[config.mk]
export PLATFORM = sky130hd
export DESIGN_NAME = ltd_decoder
export DESIGN_NICKNAME = d
export VERILOG_FILES = /design/src/rtl/ltd_pkg.sv /design/src/rtl/ltd_lit_alu.sv /design/src/rtl/ltd_ptr.sv /design/src/rtl/ltd_decoder.sv
export SDC_FILE = /design/constraint.sdc
export NUM_CORES = 1
export LEC_CHECK = 0
export ABC_AREA = 1
export BUFFER_PORTS_ARGS = -buffer_cell sky130_fd_sc_hd__clkbuf_2
export CORE_ASPECT_RATIO = 2
export CORE_MARGIN = 2
export CORE_UTILIZATION = 50
export CTS_BUF_LIST = sky130_fd_sc_hd__clkbuf_4
export DETAILED_ROUTE_END_ITERATION = 12
export MAX_ROUTING_LAYER = met4
export PLACE_DENSITY = 0.71
export SYNTH_ARGS = -nofsm -noshare
export SYNTH_HDL_FRONTEND = slang
export SYNTH_HIERARCHICAL = 1
export SYNTH_SLANG_ARGS = --single-unit
[constraint.sdc]
create_clock -name clock -period 8.3 [get_ports clock]
set_input_delay 1.66 -clock clock [delete_from_list [all_inputs] [get_ports clock]]
set_output_delay 1.66 -clock clock [all_outputs]
set_load 0.02 [all_outputs]
[src/rtl/ltd_pkg.sv]
// constants, opcodes and carrier types of the literal and table instruction decoder
package ltd_pkg;
    // widths
    localparam int W_BITS = 8;
    localparam int BSR_BITS = 6;
    localparam int PTR_BITS = 14;
    localparam int TP_BITS = 21;
    localparam int NUM_PTR = 3;

    // literal instruction upper bytes
    localparam logic [7:0] OP_ADD_LIT = 8'h0f;
    localparam logic [7:0] OP_AND_LIT = 8'h0b;
    localparam logic [7:0] OP_IOR_LIT = 8'h09;
    localparam logic [7:0] OP_XOR_LIT = 8'h0a;
    localparam logic [7:0] OP_SUB_LIT = 8'h08;
    localparam logic [7:0] OP_MOV_LIT = 8'h0e;
    localparam logic [7:0] OP_MUL_LIT = 8'h0d;
    localparam logic [7:0] OP_RET_LIT = 8'h0c;
    localparam logic [7:0] OP_BANK = 8'h01;
    localparam logic [1:0] OP_BANK_PAD = 2'h0;

    // pointer instructions
    localparam logic [7:0] OP_PTR_LONG = 8'hee;
    localparam logic [1:0] OP_PTR_LONG_PAD = 2'h0;
    localparam logic [5:0] OP_PTR_SECOND = 6'h3c;
    localparam logic [7:0] OP_PTR_ADD = 8'he8;
    localparam logic [7:0] OP_PTR_SUB = 8'he9;
    localparam logic [3:0] OP_SECOND_NIB = 4'hf;

    // table instructions: 0x0008..0x000f, bit 2 selects write
    localparam logic [11:0] OP_TBL_HI = 12'h000;
    localparam int TBL_FLAG_BIT = 3;
    localparam int TBL_WRITE_BIT = 2;
    localparam logic [1:0] TBL_MODE_NONE = 2'h0;
    localparam logic [1:0] TBL_MODE_POST_INC = 2'h1;
    localparam logic [1:0] TBL_MODE_POST_DEC = 2'h2;
    localparam logic [1:0] TBL_MODE_PRE_INC = 2'h3;

    // timing in instruction cycles
    localparam int TBL_MIN_CYCLES = 2;
    localparam int TBL_MAX_CYCLES = 5;
    localparam logic [2:0] TBL_WAIT_LIMIT = 3'(TBL_MAX_CYCLES - TBL_MIN_CYCLES);

    // reset values
    localparam logic [7:0] W_RESET = 8'h00;
    localparam logic [5:0] BSR_RESET = 6'h00;
    localparam logic [13:0] PTR_RESET = 14'h0000;
    localparam logic [20:0] TP_RESET = 21'h000000;
    localparam logic [7:0] LATCH_RESET = 8'h00;
    localparam logic [15:0] PROD_RESET = 16'h0000;

    typedef struct packed {
        logic n;
        logic ov;
        logic z;
        logic dc;
        logic c;
    } ltd_status_t;

    localparam ltd_status_t STATUS_RESET = 5'h00;

    typedef struct packed {
        logic req;
        logic we;
        logic [20:0] addr;
        logic [7:0] wdata;
    } ltd_pm_req_t;

    localparam ltd_pm_req_t PM_IDLE = 31'h00000000;

    typedef enum logic [2:0] {
        ALU_NONE,
        ALU_ADD,
        ALU_AND,
        ALU_IOR,
        ALU_XOR,
        ALU_SUB,
        ALU_MOV,
        ALU_MUL
    } ltd_alu_op_t;
endpackage

[src/rtl/ltd_lit_alu.sv]
// literal-operand arithmetic and logic unit with status flag generation
`timescale 1ns/1ns
module ltd_lit_alu (
    input wire ltd_pkg::ltd_alu_op_t op,
    input wire logic [7:0] w_in,
    input wire logic [7:0] k,
    input wire ltd_pkg::ltd_status_t flags_in,
    output logic [7:0] result,
    output ltd_pkg::ltd_status_t flags_out,
    output logic [15:0] product,
    output logic writes_w
);
    wire [8:0] sum = {1'b0, k} + {1'b0, w_in};
    wire [4:0] sum_lo = {1'b0, k[3:0]} + {1'b0, w_in[3:0]};
    // k - w as k + ~w + 1, carry out means no borrow
    wire [8:0] diff = {1'b0, k} + {1'b0, ~w_in} + 9'h001;
    wire [4:0] diff_lo = {1'b0, k[3:0]} + {1'b0, ~w_in[3:0]} + 5'h01;
    wire ov_add = (k[7] == w_in[7]) && (sum[7] != k[7]);
    wire ov_sub = (k[7] != w_in[7]) && (diff[7] != k[7]);
    wire is_add = op == ltd_pkg::ALU_ADD;
    wire is_sub = op == ltd_pkg::ALU_SUB;
    wire is_arith = is_add || is_sub;
    wire is_logic = (op == ltd_pkg::ALU_AND) || (op == ltd_pkg::ALU_IOR)
        || (op == ltd_pkg::ALU_XOR);

    assign result = is_add ? sum[7:0] : // [RULE1]
        is_sub ? diff[7:0] : // [RULE5]
        (op == ltd_pkg::ALU_AND) ? (k & w_in) : // [RULE2]
        (op == ltd_pkg::ALU_IOR) ? (k | w_in) : // [RULE3]
        (op == ltd_pkg::ALU_XOR) ? (k ^ w_in) : // [RULE4]
        (op == ltd_pkg::ALU_MOV) ? k : w_in; // [RULE6]

    assign product = 16'(k) * 16'(w_in); // [RULE7]
    assign writes_w = (op != ltd_pkg::ALU_NONE) && (op != ltd_pkg::ALU_MUL);

    // moves and multiplies pass the old flags straight through
    assign flags_out.z = (is_arith || is_logic) ? (result == 8'h00) : flags_in.z; // [RULE17]
    assign flags_out.n = (is_arith || is_logic) ? result[7] : flags_in.n; // [RULE17]
    assign flags_out.c = is_add ? sum[8] : is_sub ? diff[8] : flags_in.c;
    assign flags_out.dc = is_add ? sum_lo[4] : is_sub ? diff_lo[4] : flags_in.dc;
    assign flags_out.ov = is_add ? ov_add : is_sub ? ov_sub : flags_in.ov;
endmodule

[src/rtl/ltd_ptr.sv]
// one file select pointer with long load and short literal step
`timescale 1ns/1ns
module ltd_ptr #(
    parameter int PTR_BITS = ltd_pkg::PTR_BITS
) (
    input wire logic clock,
    input wire logic rstn,
    input wire logic ce,
    input wire logic load,
    input wire logic [PTR_BITS-1:0] load_val,
    input wire logic add,
    input wire logic sub,
    input wire logic [5:0] step,
    output logic [PTR_BITS-1:0] value
);
    if (PTR_BITS < 6)
        $error("ltd_ptr: PTR_BITS must be at least 6");

    // step is unsigned, pointer wraps at its own width
    wire [PTR_BITS-1:0] step_ext = PTR_BITS'(step);
    wire [PTR_BITS-1:0] next_value = load ? load_val : // [RULE10]
        add ? PTR_BITS'(value + step_ext) : // [RULE11]
        sub ? PTR_BITS'(value - step_ext) : value; // [RULE12]

    always_ff @(posedge clock or negedge rstn)
    begin
        if (!rstn)
            value <= PTR_BITS'(ltd_pkg::PTR_RESET);
        else if (ce)
            value <= next_value;
    end
endmodule

[src/rtl/ltd_decoder.sv]
// literal and table instruction decoder and executor for the 8-bit core
// Contract
// [RULE1] Upper byte 0f adds the literal to the working register in one cycle and sets c, dc, z, ov, n.
// [RULE2] Upper byte 0b ands the literal into the working register in one cycle, touching only z and n.
// [RULE3] Upper byte 09 ors the literal into the working register in one cycle, touching only z and n.
// [RULE4] Upper byte 0a xors the literal into the working register in one cycle, touching only z and n.
// [RULE5] Upper byte 08 puts literal minus working register into it in one cycle, setting all five flags.
// [RULE6] Upper byte 0e loads the literal into the working register in one cycle, flags unchanged.
// [RULE7] Upper byte 0d multiplies literal by working register into the product in one cycle, no flags.
// [RULE8] Upper byte 0c loads the literal, returns from subroutine, takes two cycles, no flags.
// [RULE9] Opcode 01 with literal bits 7:6 zero copies six literal bits into the bank select register.
// [RULE10] The two-word long pointer load writes a 14-bit literal into the chosen pointer over two cycles.
// [RULE11] Upper byte e8 adds a 6-bit unsigned literal to the pointer chosen by bits 7:6 in one cycle.
// [RULE12] Upper byte e9 subtracts a 6-bit literal from the pointer chosen by bits 7:6 in one cycle.
// [RULE13] Opcodes 0008 to 000b read program memory at the table pointer into the latch in 2 to 5 cycles.
// [RULE14] Opcodes 000c to 000f write the latch to program memory at the table pointer in 2 to 5 cycles.
// [RULE15] A second instruction word fetched on its own executes as a no-operation.
// [RULE16] An instruction that changes the program counter spends one extra no-operation cycle.
// [RULE17] Flag-updating instructions set zero for a zero result and copy result bit 7 into negative.
`timescale 1ns/1ns
module ltd_decoder #(
    parameter int NUM_PTR = ltd_pkg::NUM_PTR,
    parameter int PTR_BITS = ltd_pkg::PTR_BITS
) (
    input wire logic clock,
    input wire logic rstn,
    input wire logic ce,
    input wire logic instr_valid,
    input wire logic [15:0] instr,
    output logic instr_ready,
    input wire logic tp_load,
    input wire logic [20:0] tp_value,
    input wire logic lat_load,
    input wire logic [7:0] lat_value,
    output ltd_pkg::ltd_pm_req_t pm,
    input wire logic pm_ack,
    input wire logic [7:0] pm_rdata,
    output logic [7:0] working_register,
    output ltd_pkg::ltd_status_t status,
    output logic [5:0] bank_select_register,
    output logic [NUM_PTR-1:0][PTR_BITS-1:0] file_select_pointer,
    output logic [20:0] table_pointer,
    output logic [7:0] table_latch,
    output logic [15:0] product,
    output logic ret_pulse
);
    if (NUM_PTR < 1 || NUM_PTR > 4)
        $error("ltd_decoder: NUM_PTR must lie between 1 and 4");
    if (PTR_BITS != ltd_pkg::PTR_BITS)
        $error("ltd_decoder: long load literal is exactly 14 bits wide");

    typedef enum logic [1:0] {
        ST_EXEC,
        ST_EXTRA,
        ST_PTR_SECOND,
        ST_TABLE
    } ltd_state_t;

    ltd_state_t state;
    ltd_state_t next_state;
    logic [1:0] ptr_sel;
    logic [3:0] ptr_hi;
    logic [2:0] tbl_wait;

    // decode of the presented word
    wire [7:0] op_hi = instr[15:8];
    wire [7:0] op_k = instr[7:0];
    wire take = instr_valid && instr_ready;
    wire is_second_word = instr[15:12] == ltd_pkg::OP_SECOND_NIB;
    // orphan second words match no opcode below and simply retire
    wire exec_now = take && (state == ST_EXEC) && !is_second_word; // [RULE15]
    wire is_ret = op_hi == ltd_pkg::OP_RET_LIT;
    wire is_bank = (op_hi == ltd_pkg::OP_BANK) && (instr[7:6] == ltd_pkg::OP_BANK_PAD);
    wire is_ptr_long = (op_hi == ltd_pkg::OP_PTR_LONG)
        && (instr[7:6] == ltd_pkg::OP_PTR_LONG_PAD);
    wire is_ptr_add = op_hi == ltd_pkg::OP_PTR_ADD;
    wire is_ptr_sub = op_hi == ltd_pkg::OP_PTR_SUB;
    wire is_tbl = (instr[15:4] == ltd_pkg::OP_TBL_HI) && instr[ltd_pkg::TBL_FLAG_BIT];
    wire tbl_write = instr[ltd_pkg::TBL_WRITE_BIT];
    wire [1:0] tbl_mode = instr[1:0];

    ltd_pkg::ltd_alu_op_t alu_op;
    assign alu_op = !exec_now ? ltd_pkg::ALU_NONE :
        (op_hi == ltd_pkg::OP_ADD_LIT) ? ltd_pkg::ALU_ADD :
        (op_hi == ltd_pkg::OP_AND_LIT) ? ltd_pkg::ALU_AND :
        (op_hi == ltd_pkg::OP_IOR_LIT) ? ltd_pkg::ALU_IOR :
        (op_hi == ltd_pkg::OP_XOR_LIT) ? ltd_pkg::ALU_XOR :
        (op_hi == ltd_pkg::OP_SUB_LIT) ? ltd_pkg::ALU_SUB :
        (op_hi == ltd_pkg::OP_MOV_LIT) ? ltd_pkg::ALU_MOV :
        (op_hi == ltd_pkg::OP_MUL_LIT) ? ltd_pkg::ALU_MUL : ltd_pkg::ALU_NONE;

    wire [7:0] alu_result;
    wire [15:0] alu_product;
    wire alu_writes_w;
    ltd_pkg::ltd_status_t alu_flags;

    ltd_lit_alu u_alu (
        .op(alu_op),
        .w_in(working_register),
        .k(op_k),
        .flags_in(status),
        .result(alu_result),
        .flags_out(alu_flags),
        .product(alu_product),
        .writes_w(alu_writes_w)
    );

    // working register, flags, product, bank select
    wire ret_now = exec_now && is_ret;
    wire [7:0] next_w = alu_writes_w ? alu_result :
        ret_now ? op_k : working_register; // [RULE8]
    ltd_pkg::ltd_status_t next_status;
    assign next_status = (alu_op != ltd_pkg::ALU_NONE) ? alu_flags : status;
    wire [15:0] next_product = (alu_op == ltd_pkg::ALU_MUL) ? alu_product : product; // [RULE7]
    wire [5:0] next_bsr = (exec_now && is_bank) ? instr[5:0] : bank_select_register; // [RULE9]

    // pointers: long load finishes on its second word
    wire ptr_long_start = exec_now && is_ptr_long;
    wire ptr_long_done = take && (state == ST_PTR_SECOND)
        && (instr[15:10] == ltd_pkg::OP_PTR_SECOND); // [RULE10]
    wire [PTR_BITS-1:0] ptr_load_val = {ptr_hi, instr[9:0]};
    wire [1:0] ptr_idx = ptr_long_done ? ptr_sel : instr[7:6];
    wire ptr_add = exec_now && is_ptr_add;
    wire ptr_sub = exec_now && is_ptr_sub;

    for (genvar i = 0; i < NUM_PTR; i++)
    begin : g_ptr
        // an index beyond the implemented pointers changes nothing
        wire hit = ptr_idx == 2'(i);
        ltd_ptr #(
            .PTR_BITS(PTR_BITS)
        ) u_ptr (
            .clock(clock),
            .rstn(rstn),
            .ce(ce),
            .load(ptr_long_done && hit),
            .load_val(ptr_load_val),
            .add(ptr_add && hit),
            .sub(ptr_sub && hit),
            .step(instr[5:0]),
            .value(file_select_pointer[i])
        );
    end

    // table access: pointer moves at issue, address already reflects pre-increment
    wire tbl_start = exec_now && is_tbl;
    wire [20:0] tp_inc = 21'(table_pointer + 21'h000001);
    wire [20:0] tp_dec = 21'(table_pointer - 21'h000001);
    wire [20:0] tbl_addr = (tbl_mode == ltd_pkg::TBL_MODE_PRE_INC) ? tp_inc : table_pointer;
    wire [20:0] tbl_tp = (tbl_mode == ltd_pkg::TBL_MODE_NONE) ? table_pointer :
        (tbl_mode == ltd_pkg::TBL_MODE_POST_DEC) ? tp_dec : tp_inc; // [RULE13] [RULE14]
    // a table instruction's own pointer update beats a datapath load
    wire [20:0] next_tp = tbl_start ? tbl_tp : tp_load ? tp_value : table_pointer;
    // no acknowledge by the last allowed cycle ends the access without data
    wire tbl_end = (state == ST_TABLE) && (pm_ack || (tbl_wait == ltd_pkg::TBL_WAIT_LIMIT));
    wire tbl_rd_ack = (state == ST_TABLE) && pm_ack && !pm.we;
    wire [7:0] next_latch = tbl_rd_ack ? pm_rdata : // [RULE13]
        lat_load ? lat_value : table_latch;
    ltd_pkg::ltd_pm_req_t pm_start;
    assign pm_start = '{req: 1'b1, we: tbl_write, addr: tbl_addr, wdata: table_latch}; // [RULE14]
    ltd_pkg::ltd_pm_req_t next_pm;
    assign next_pm = tbl_start ? pm_start : tbl_end ? ltd_pkg::PM_IDLE : pm;
    wire [2:0] next_wait = (state == ST_TABLE) ? 3'(tbl_wait + 3'h1) : 3'h0;

    assign instr_ready = ce && ((state == ST_EXEC) || (state == ST_PTR_SECOND));

    always_comb
    begin
        next_state = state;
        case (state)
            ST_EXEC:
            begin
                if (ret_now)
                    next_state = ST_EXTRA; // [RULE8]
                else if (ptr_long_start)
                    next_state = ST_PTR_SECOND; // [RULE10]
                else if (tbl_start)
                    next_state = ST_TABLE;
            end
            ST_EXTRA:
                next_state = ST_EXEC; // [RULE16]
            ST_PTR_SECOND:
            begin
                if (take)
                    next_state = ST_EXEC;
            end
            ST_TABLE:
            begin
                if (tbl_end)
                    next_state = ST_EXEC;
            end
            default:
                next_state = ST_EXEC;
        endcase
    end

    always_ff @(posedge clock or negedge rstn)
    begin
        if (!rstn)
        begin
            state <= ST_EXEC;
            working_register <= ltd_pkg::W_RESET;
            status <= ltd_pkg::STATUS_RESET;
            product <= ltd_pkg::PROD_RESET;
            bank_select_register <= ltd_pkg::BSR_RESET;
            ret_pulse <= 1'b0;
        end
        else if (ce)
        begin
            state <= next_state;
            working_register <= next_w;
            status <= next_status;
            product <= next_product;
            bank_select_register <= next_bsr;
            ret_pulse <= ret_now; // [RULE8]
        end
    end

    always_ff @(posedge clock or negedge rstn)
    begin
        if (!rstn)
        begin
            ptr_sel <= 2'h0;
            ptr_hi <= 4'h0;
            table_pointer <= ltd_pkg::TP_RESET;
            table_latch <= ltd_pkg::LATCH_RESET;
            pm <= ltd_pkg::PM_IDLE;
            tbl_wait <= 3'h0;
        end
        else if (ce)
        begin
            if (ptr_long_start)
            begin
                ptr_sel <= instr[5:4];
                ptr_hi <= instr[3:0];
            end
            table_pointer <= next_tp;
            table_latch <= next_latch;
            pm <= next_pm;
            tbl_wait <= next_wait;
        end
    end
endmodule

# Word-level counts from Yosys, hierarchy flattened
# Index checks and enable logic that the tools add are counted.
[word_totals] mem_bits_ro=0 inputBits=60 ff_bits=149 wordCells=195 ramBits=0 memories=0 latch_bits=0 out_inout_bits=139
[op_classes] order_cmp=0 shift=0 muxes=48 reduce_logical=66 n_mul=1 addsub=15 n_bitwise=5 div_mod_pow=0 eq_ne=38
[ops] op="2-to-1 mux 14 bit" count=9
[ops] op="2-to-1 mux 21 bit" count=5
[ops] op="2-to-1 mux 8 bit" count=10
[ops] op="equality test 8 x 4 -> 1 bit, second input constant" count=8
[ops] op="2-to-1 mux 31 bit" count=2
[ops] op="adder 14 x 6 -> 14 bit" count=3
[ops] op="subtractor 14 x 6 -> 14 bit" count=3
[ops] op="logical AND 1 bit" count=30
[ops] op="2-to-1 mux 3 bit" count=9
[ops] op="equality test 8 bit, second input constant" count=3
[ops] op="adder 21 x 1 -> 21 bit, second input constant" count=1
[ops] op="subtractor 21 x 1 -> 21 bit, second input constant" count=1
[ops] op="adder 8 x 8 -> 9 bit" count=2
[ops] op="AND reduction 2 bit" count=9
[ops] op="multiplier 8 x 8 -> 16 bit" count=1
[ops] op="equality test 3 bit, second input constant" count=4
[ops] op="zero test 12 bit" count=1
[ops] op="2-to-1 mux 2 bit" count=6
[ops] op="nonzero test 3 bit" count=4
[ops] op="adder 4 x 4 -> 5 bit" count=2
[ops] op="equality test 2 bit, second input constant" count=5
[ops] op="nonzero test 2 bit" count=5
[ops] op="adder 9 x 1 -> 9 bit, second input constant" count=1
[ops] op="equality test 3 x 2 -> 1 bit, second input constant" count=3
[ops] op="25 further kinds" count=46

# Logic depth before layout (Yosys ltp)
[logic_depth] word_depth=17 ltp_mapped=26 depth_no_buf=25

# Hierarchy
# The synthesis kept the hierarchy.
[by_module_without_submodules] mod="ltd_decoder" instances=1 seq_area_each_um2=2677.6 area_each_um2=6512.5 cells_per_inst=967
[by_module_without_submodules] mod="ltd_lit_alu" instances=1 seq_area_each_um2=0.0 area_each_um2=3681.0 cells_per_inst=590
[by_module_without_submodules] mod="ltd_ptr (g_ptr[0].u_ptr ...)" instances=2 seq_area_each_um2=350.3 area_each_um2=1605.3 cells_per_inst=267
[by_module_without_submodules] mod="ltd_ptr (g_ptr[2].u_ptr)" instances=1 seq_area_each_um2=350.3 area_each_um2=1585.3 cells_per_inst=266

# Worst setup path after synthesis
# Ideal clock, no wire load.
[synth_path] path_type="input -> register" startpoint="input port instr[0]" endpoint="register product[14]" required_time_ns=8.235 slack_ns=2.637 n_path_buf=1 path_stages=20 setup_time_ns=0.065 arrival_ns=5.598 path_cell_list="clkbuf_1 -> nand2_1 -> fa_1 -> fa_1 -> inv_1 -> fa_1 -> inv_1 -> fa_1 -> inv_1 -> ha_1 -> a21oi_1 -> o21ai_0 -> a21oi_1 -> o21ai_0 -> nand2_1 -> nand2_1 -> a21oi_1 -> xnor2_1 -> nand3_1 -> nand2_1"
[synth_between] elab_chain_len=1
[synth_lines] element="start, declared" line="ltd_decoder.sv:29" text="input wire logic [15:0] instr,"
[synth_lines] element="multiplier 8 x 8 -> 16 bit" line="ltd_lit_alu.sv:33" text="assign product = 16'(k) * 16'(w_in);"
[synth_lines] element="named net alu_product[14]" line="ltd_decoder.sv:93" text="wire [15:0] alu_product;"
[synth_lines] element="end signal, assigned" line="ltd_decoder.sv:204" text="product <= ltd_pkg::PROD_RESET;"
[synth_lines] element="end signal, assigned" line="ltd_decoder.sv:213" text="product <= next_product;"
[synth_lines] element="end, declared" line="ltd_decoder.sv:44" text="output logic [15:0] product,"
# The timed path passes the listed nets, and every way through them passes these cells.
# A chain may end at the register's enable or synchronous reset.

# Worst setup path in the final report
# Same ends and word-level chain as after synthesis.

==> reports/summary.log <==
[power_and_ir_drop] Power Density 171 nW/um^2
[critical_path] kind of cell adding the most delay to the critical path adder cells
[synth] number of distinct standard cells referenced by the synthesized netlist 47
[finish] area occupied by multi-input gates 9390 sq um
[synth] Cell Area, Synth 15,000 sq um
[route] Iter 0 DRT Violations 961
[clock_network] clock insertion delay at the later pin of the skew report 650 ps
[clock_network] number of hold-repair buffers added at the cts stage 0
[synth] top cell type's share of synthesized area 24.9%
[critical_path] Worst Setup Start Kind primary input
[timing] Worst Skew 31.2 ps
[synth] total of warnings raised by yosys 6
[finish] storage element area 3730 sq um
[clock_network] buffer depth of the longest clock path 2
[synth] Mapped Avg Cell Area 6.36 sq um
[timing] share of the clock period used by the worst path after layout 69.3%
[worst_hold_path] Tightest Hold Check Type reg2reg
[die] placeable core region 29,500 sq um
[power_and_ir_drop] Leakage Power 9.78 nW
[critical_path] maximum fanout count along the critical path 25
[critical_path] Critical Path Max Stage Delay 540 ps
[grt] antenna violations before repair 3
[die] number of standard-cell rows in the floorplan 89
[synth] most common cell in the netlist sky130_fd_sc_hd__nand2_1
[die] DIE WIDTH 126 um
[finish] area overhead of the layout relative to synthesis 8.96%
[route] Post-Route WL 50,800 um
[placed_design] Detailed Place HPWL 39,800 um
[synth] most numerous cell types in the synthesized netlist 755 x sky130_fd_sc_hd__nand2_1, 365 x sky130_fd_sc_hd__inv_1, 243 x sky130_fd_sc_hd__nor2_1, 177 x sky130_fd_sc_hd__nand3_1, 149 x sky130_fd_sc_hd__dfrtp_1
[timing] Final min period 5750 ps
[critical_path] Req. time, crit path 8880 ps
[clock_network] CTS clock-pin slew for the worst setup and hold paths 130 ps
[timing] hold violation count in the final report 0
[die] io pins 199
[synth] fraction of the yosys area taken by sequential cells 24.9%
[finish] number of nets in the final layout 2,713
[critical_path] nature of the critical path endpoint flip-flop
[synth] Post-synth top flop sky130_fd_sc_hd__dfrtp_1
[route] final routed DRC violation total 0
[clock_network] CTS H-Tree Depth 4
[timing] number of failing setup endpoints in the final timing report 0
[route] Vias 15.8k
[critical_path] slowest library cell on the worst path sky130_fd_sc_hd__fa_1
[die] starting density of the core 50.8%
[route] number of routed nets with antenna violations 0
[synth] post-synthesis cell type with the largest combined area sky130_fd_sc_hd__dfrtp_1
[finish] FILL cells 3,070
[route] detailed-routing iteration count for the pre-antenna-repair pass 6
[power_and_ir_drop] maximum VDD drop 0.000112 V
[synth] instance count of the mapped netlist 2,357
[synth] net count after synthesis 2,567
[clock_network] CTS Root Cell sky130_fd_sc_hd__clkbuf_4
[route] wire length per cell after detailed routing 17.6 um
[timing] unrepaired setup endpoints after global routing no
[finish] share of cells above drive strength 1 10.9%
[placed_design] Placer Congestion 1.10
[run] count of maximum capacitance violations 0
[placed_design] # port buffers 198
[finish] Layout Cell Area excl Fill 16,300 sq um
[synth] number of register bits inferred by synthesis 149
[critical_path] list of cells traversed by the critical path clkbuf_2 -> nand2_1 -> fa_1 -> fa_1 -> inv_1 -> fa_1 -> inv_1 -> fa_1 -> inv_1 -> ha_1 -> a21oi_1 -> o21ai_0 -> a21oi_1 -> o21ai_0 -> nand2_1 -> nand2_1 -> a21oi_1 -> xnor2_1 -> nand3_1 -> nand2_1
[critical_path] Crit path arrival time 6330 ps
[critical_path] critical setup path kind in2reg
[grt] Total Routing Usage GR 33.1%
[grt] largest net degree at the start of global routing 101
[critical_path] Crit path buffers/inverters 4
[timing] Max Clk Rate 174 MHz
[timing] count of final max-slew check failures 0
[timing] least setup slack across all paths after layout 2550 ps
[route] via density per instance 5.47
[grt] sum of overflow across all layers after global routing 0
[timing] slew at the pin with the worst max-slew slack 1140 ps
[die] die extent in y 249 um
[placed_design] total cell area at the placement stage 16,100 sq um
[run_status] result of the run complete, no violations
[die] floorplan die area 31,500 sq um
[clock_network] total clock sinks 149
[synth] cell types with the largest area share after synthesis sky130_fd_sc_hd__dfrtp_1 25%, sky130_fd_sc_hd__nand2_1 19%, sky130_fd_sc_hd__inv_1 9.1%, sky130_fd_sc_hd__ha_1 9.1%, sky130_fd_sc_hd__nor2_1 6.1%
[synth] number of synthesized flops with an enable pin 0
[finish] share of the core filled with cells in the final layout 55.3%
[timing] setup TNS 0 ps
[grt] via count of the first global-routing pass 15.6k
[clock_network] clock tree from TritonCTS built
[clock_network] count of buffers added by post-CTS timing repair for setup 0
[grt] wire length of the first global-routing pass 79,800 um
[timing] slew margin rel. 23.6%
[placed_design] pre-CTS setup slack 1930 ps
[clock_network] clock buffers created by TritonCTS 17
[synth] share of synthesized flip-flops with an asynchronous set or reset 100%
[clock_network] count of cells resized by post-cts repair 0
report_power, final:
group | internal, mW | switching (mW) | total (mW) | leakage (nW)
clock network | 0.155 | 0.321 | 0.476 | 0.140
logic | 0.519 | 0.913 | 1.43 | 7.64
registers | 0.771 | 0.121 | 0.892 | 2.00
cell families (layout without fill, tap and decap cells):
| kind of cell | Yosys count | count (layout) | synth area share (%) |
|---|---|---|---|
| adder cells (fa/ha/maj) | 150 | 150 | 14.6 |
| AO/OA/AOI/OAI | 310 | 310 | 11.3 |
| AND/OR/NAND/NOR | 1237 | 1237 | 33.7 |
| multiplexers | 2 | 2 | 0.134 |
| XOR/XNOR | 50 | 50 | 2.92 |
| flip-flops | 149 | 149 | 24.9 |
| other | 0 | 3 | 0 |
| buffers and inverters | 459 | 618 | 12.5 |
registers in the layout, indices dropped and copies added, names as in the netlist:
| signal | count |
|---|---|
| bank_select_register | 6 |
| g_ptr.u_ptr/value | 42 |
| pm | 31 |
| product | 16 |
| ptr_hi | 4 |
| ptr_sel | 2 |
| ret_pulse | 1 |
| state | 2 |
| status | 5 |
| table_latch | 8 |
| table_pointer | 21 |
| tbl_wait | 3 |
| working_register | 8 |
routing by layer:
layer | track usage, % | wire [um]
met5 | - | 0
met4 | 22.9 | 3790
met3 | 4.10 | 2460
met2 | 60.0 | 27100
met1 | 31.7 | 17500
per-stage QoR:
| step | instances | total power [mW] | hold slack [ps] |
|---|---|---|---|
| floorplan | 2357 | 1.92 | 445 |
| global placement | 2848 | 2.28 | 461 |
| detailed placement | 2848 | 2.32 | 459 |
| CTS | 2880 | 2.80 | 489 |
| global route | 2883 | 3.04 | 517 |
| finish | 2883 | 2.80 | 486 |
layout by cell type, fill, tap and decap left out, types with 4 or more instances in the layout:
master	netlist	layout
sky130_fd_sc_hd__a21oi_1	131	131
sky130_fd_sc_hd__a31oi_1	10	10
sky130_fd_sc_hd__buf_4	5	8
sky130_fd_sc_hd__clkbuf_2	1	197
sky130_fd_sc_hd__clkbuf_4	0	17
sky130_fd_sc_hd__clkinv_1	4	5
sky130_fd_sc_hd__dfrtp_1	149	149
sky130_fd_sc_hd__fa_1	41	41
sky130_fd_sc_hd__ha_1	109	109
sky130_fd_sc_hd__inv_1	365	365
sky130_fd_sc_hd__inv_2	11	11
sky130_fd_sc_hd__inv_6	0	6
sky130_fd_sc_hd__nand2_1	755	755
sky130_fd_sc_hd__nand3_1	177	177
sky130_fd_sc_hd__nand4_1	32	32
sky130_fd_sc_hd__nor2_1	243	243
sky130_fd_sc_hd__nor2_2	6	6
sky130_fd_sc_hd__nor3_1	4	4
sky130_fd_sc_hd__o211ai_1	12	12
sky130_fd_sc_hd__o21ai_0	122	122
sky130_fd_sc_hd__o21ai_1	12	12
sky130_fd_sc_hd__o22ai_1	4	4
sky130_fd_sc_hd__or2_2	5	5
sky130_fd_sc_hd__xnor2_1	16	16
sky130_fd_sc_hd__xor2_1	34	34
final timing paths:
check	from	to	slack [ps]	depth (start not counted)
setup reg to reg	working_register[5]	product[14]	3440	19
hold / removal	product[0]	product[0]	490	2
setup / recovery	instr[0]	product[14]	2550	20
min in group asynchronous	rstn	product[15]	1130	1
hold reg to reg	product[0]	product[0]	490	2
max in group asynchronous	rstn	pm[5]	5870	2
worst min-delay path, stage by stage (launching register included):
cell and delay, ps:
sky130_fd_sc_hd__dfrtp_1 370, sky130_fd_sc_hd__nand2_1 50, sky130_fd_sc_hd__nand2_1 40
layout make-up:
type / count / share of cell area (%)
multi-input cells: 1749 / 57.5
well taps: 364 / 2.79
diodes: 3 / 0.0460
flip-flops and latches: 149 / 22.8
clock buffers: 17 / 0.781
clock inverters: 15 / 0.873
repair buffers: 206 / 6.47
inverters: 380 / 8.73
No activity file was read; power rests on OpenSTA's default activity.
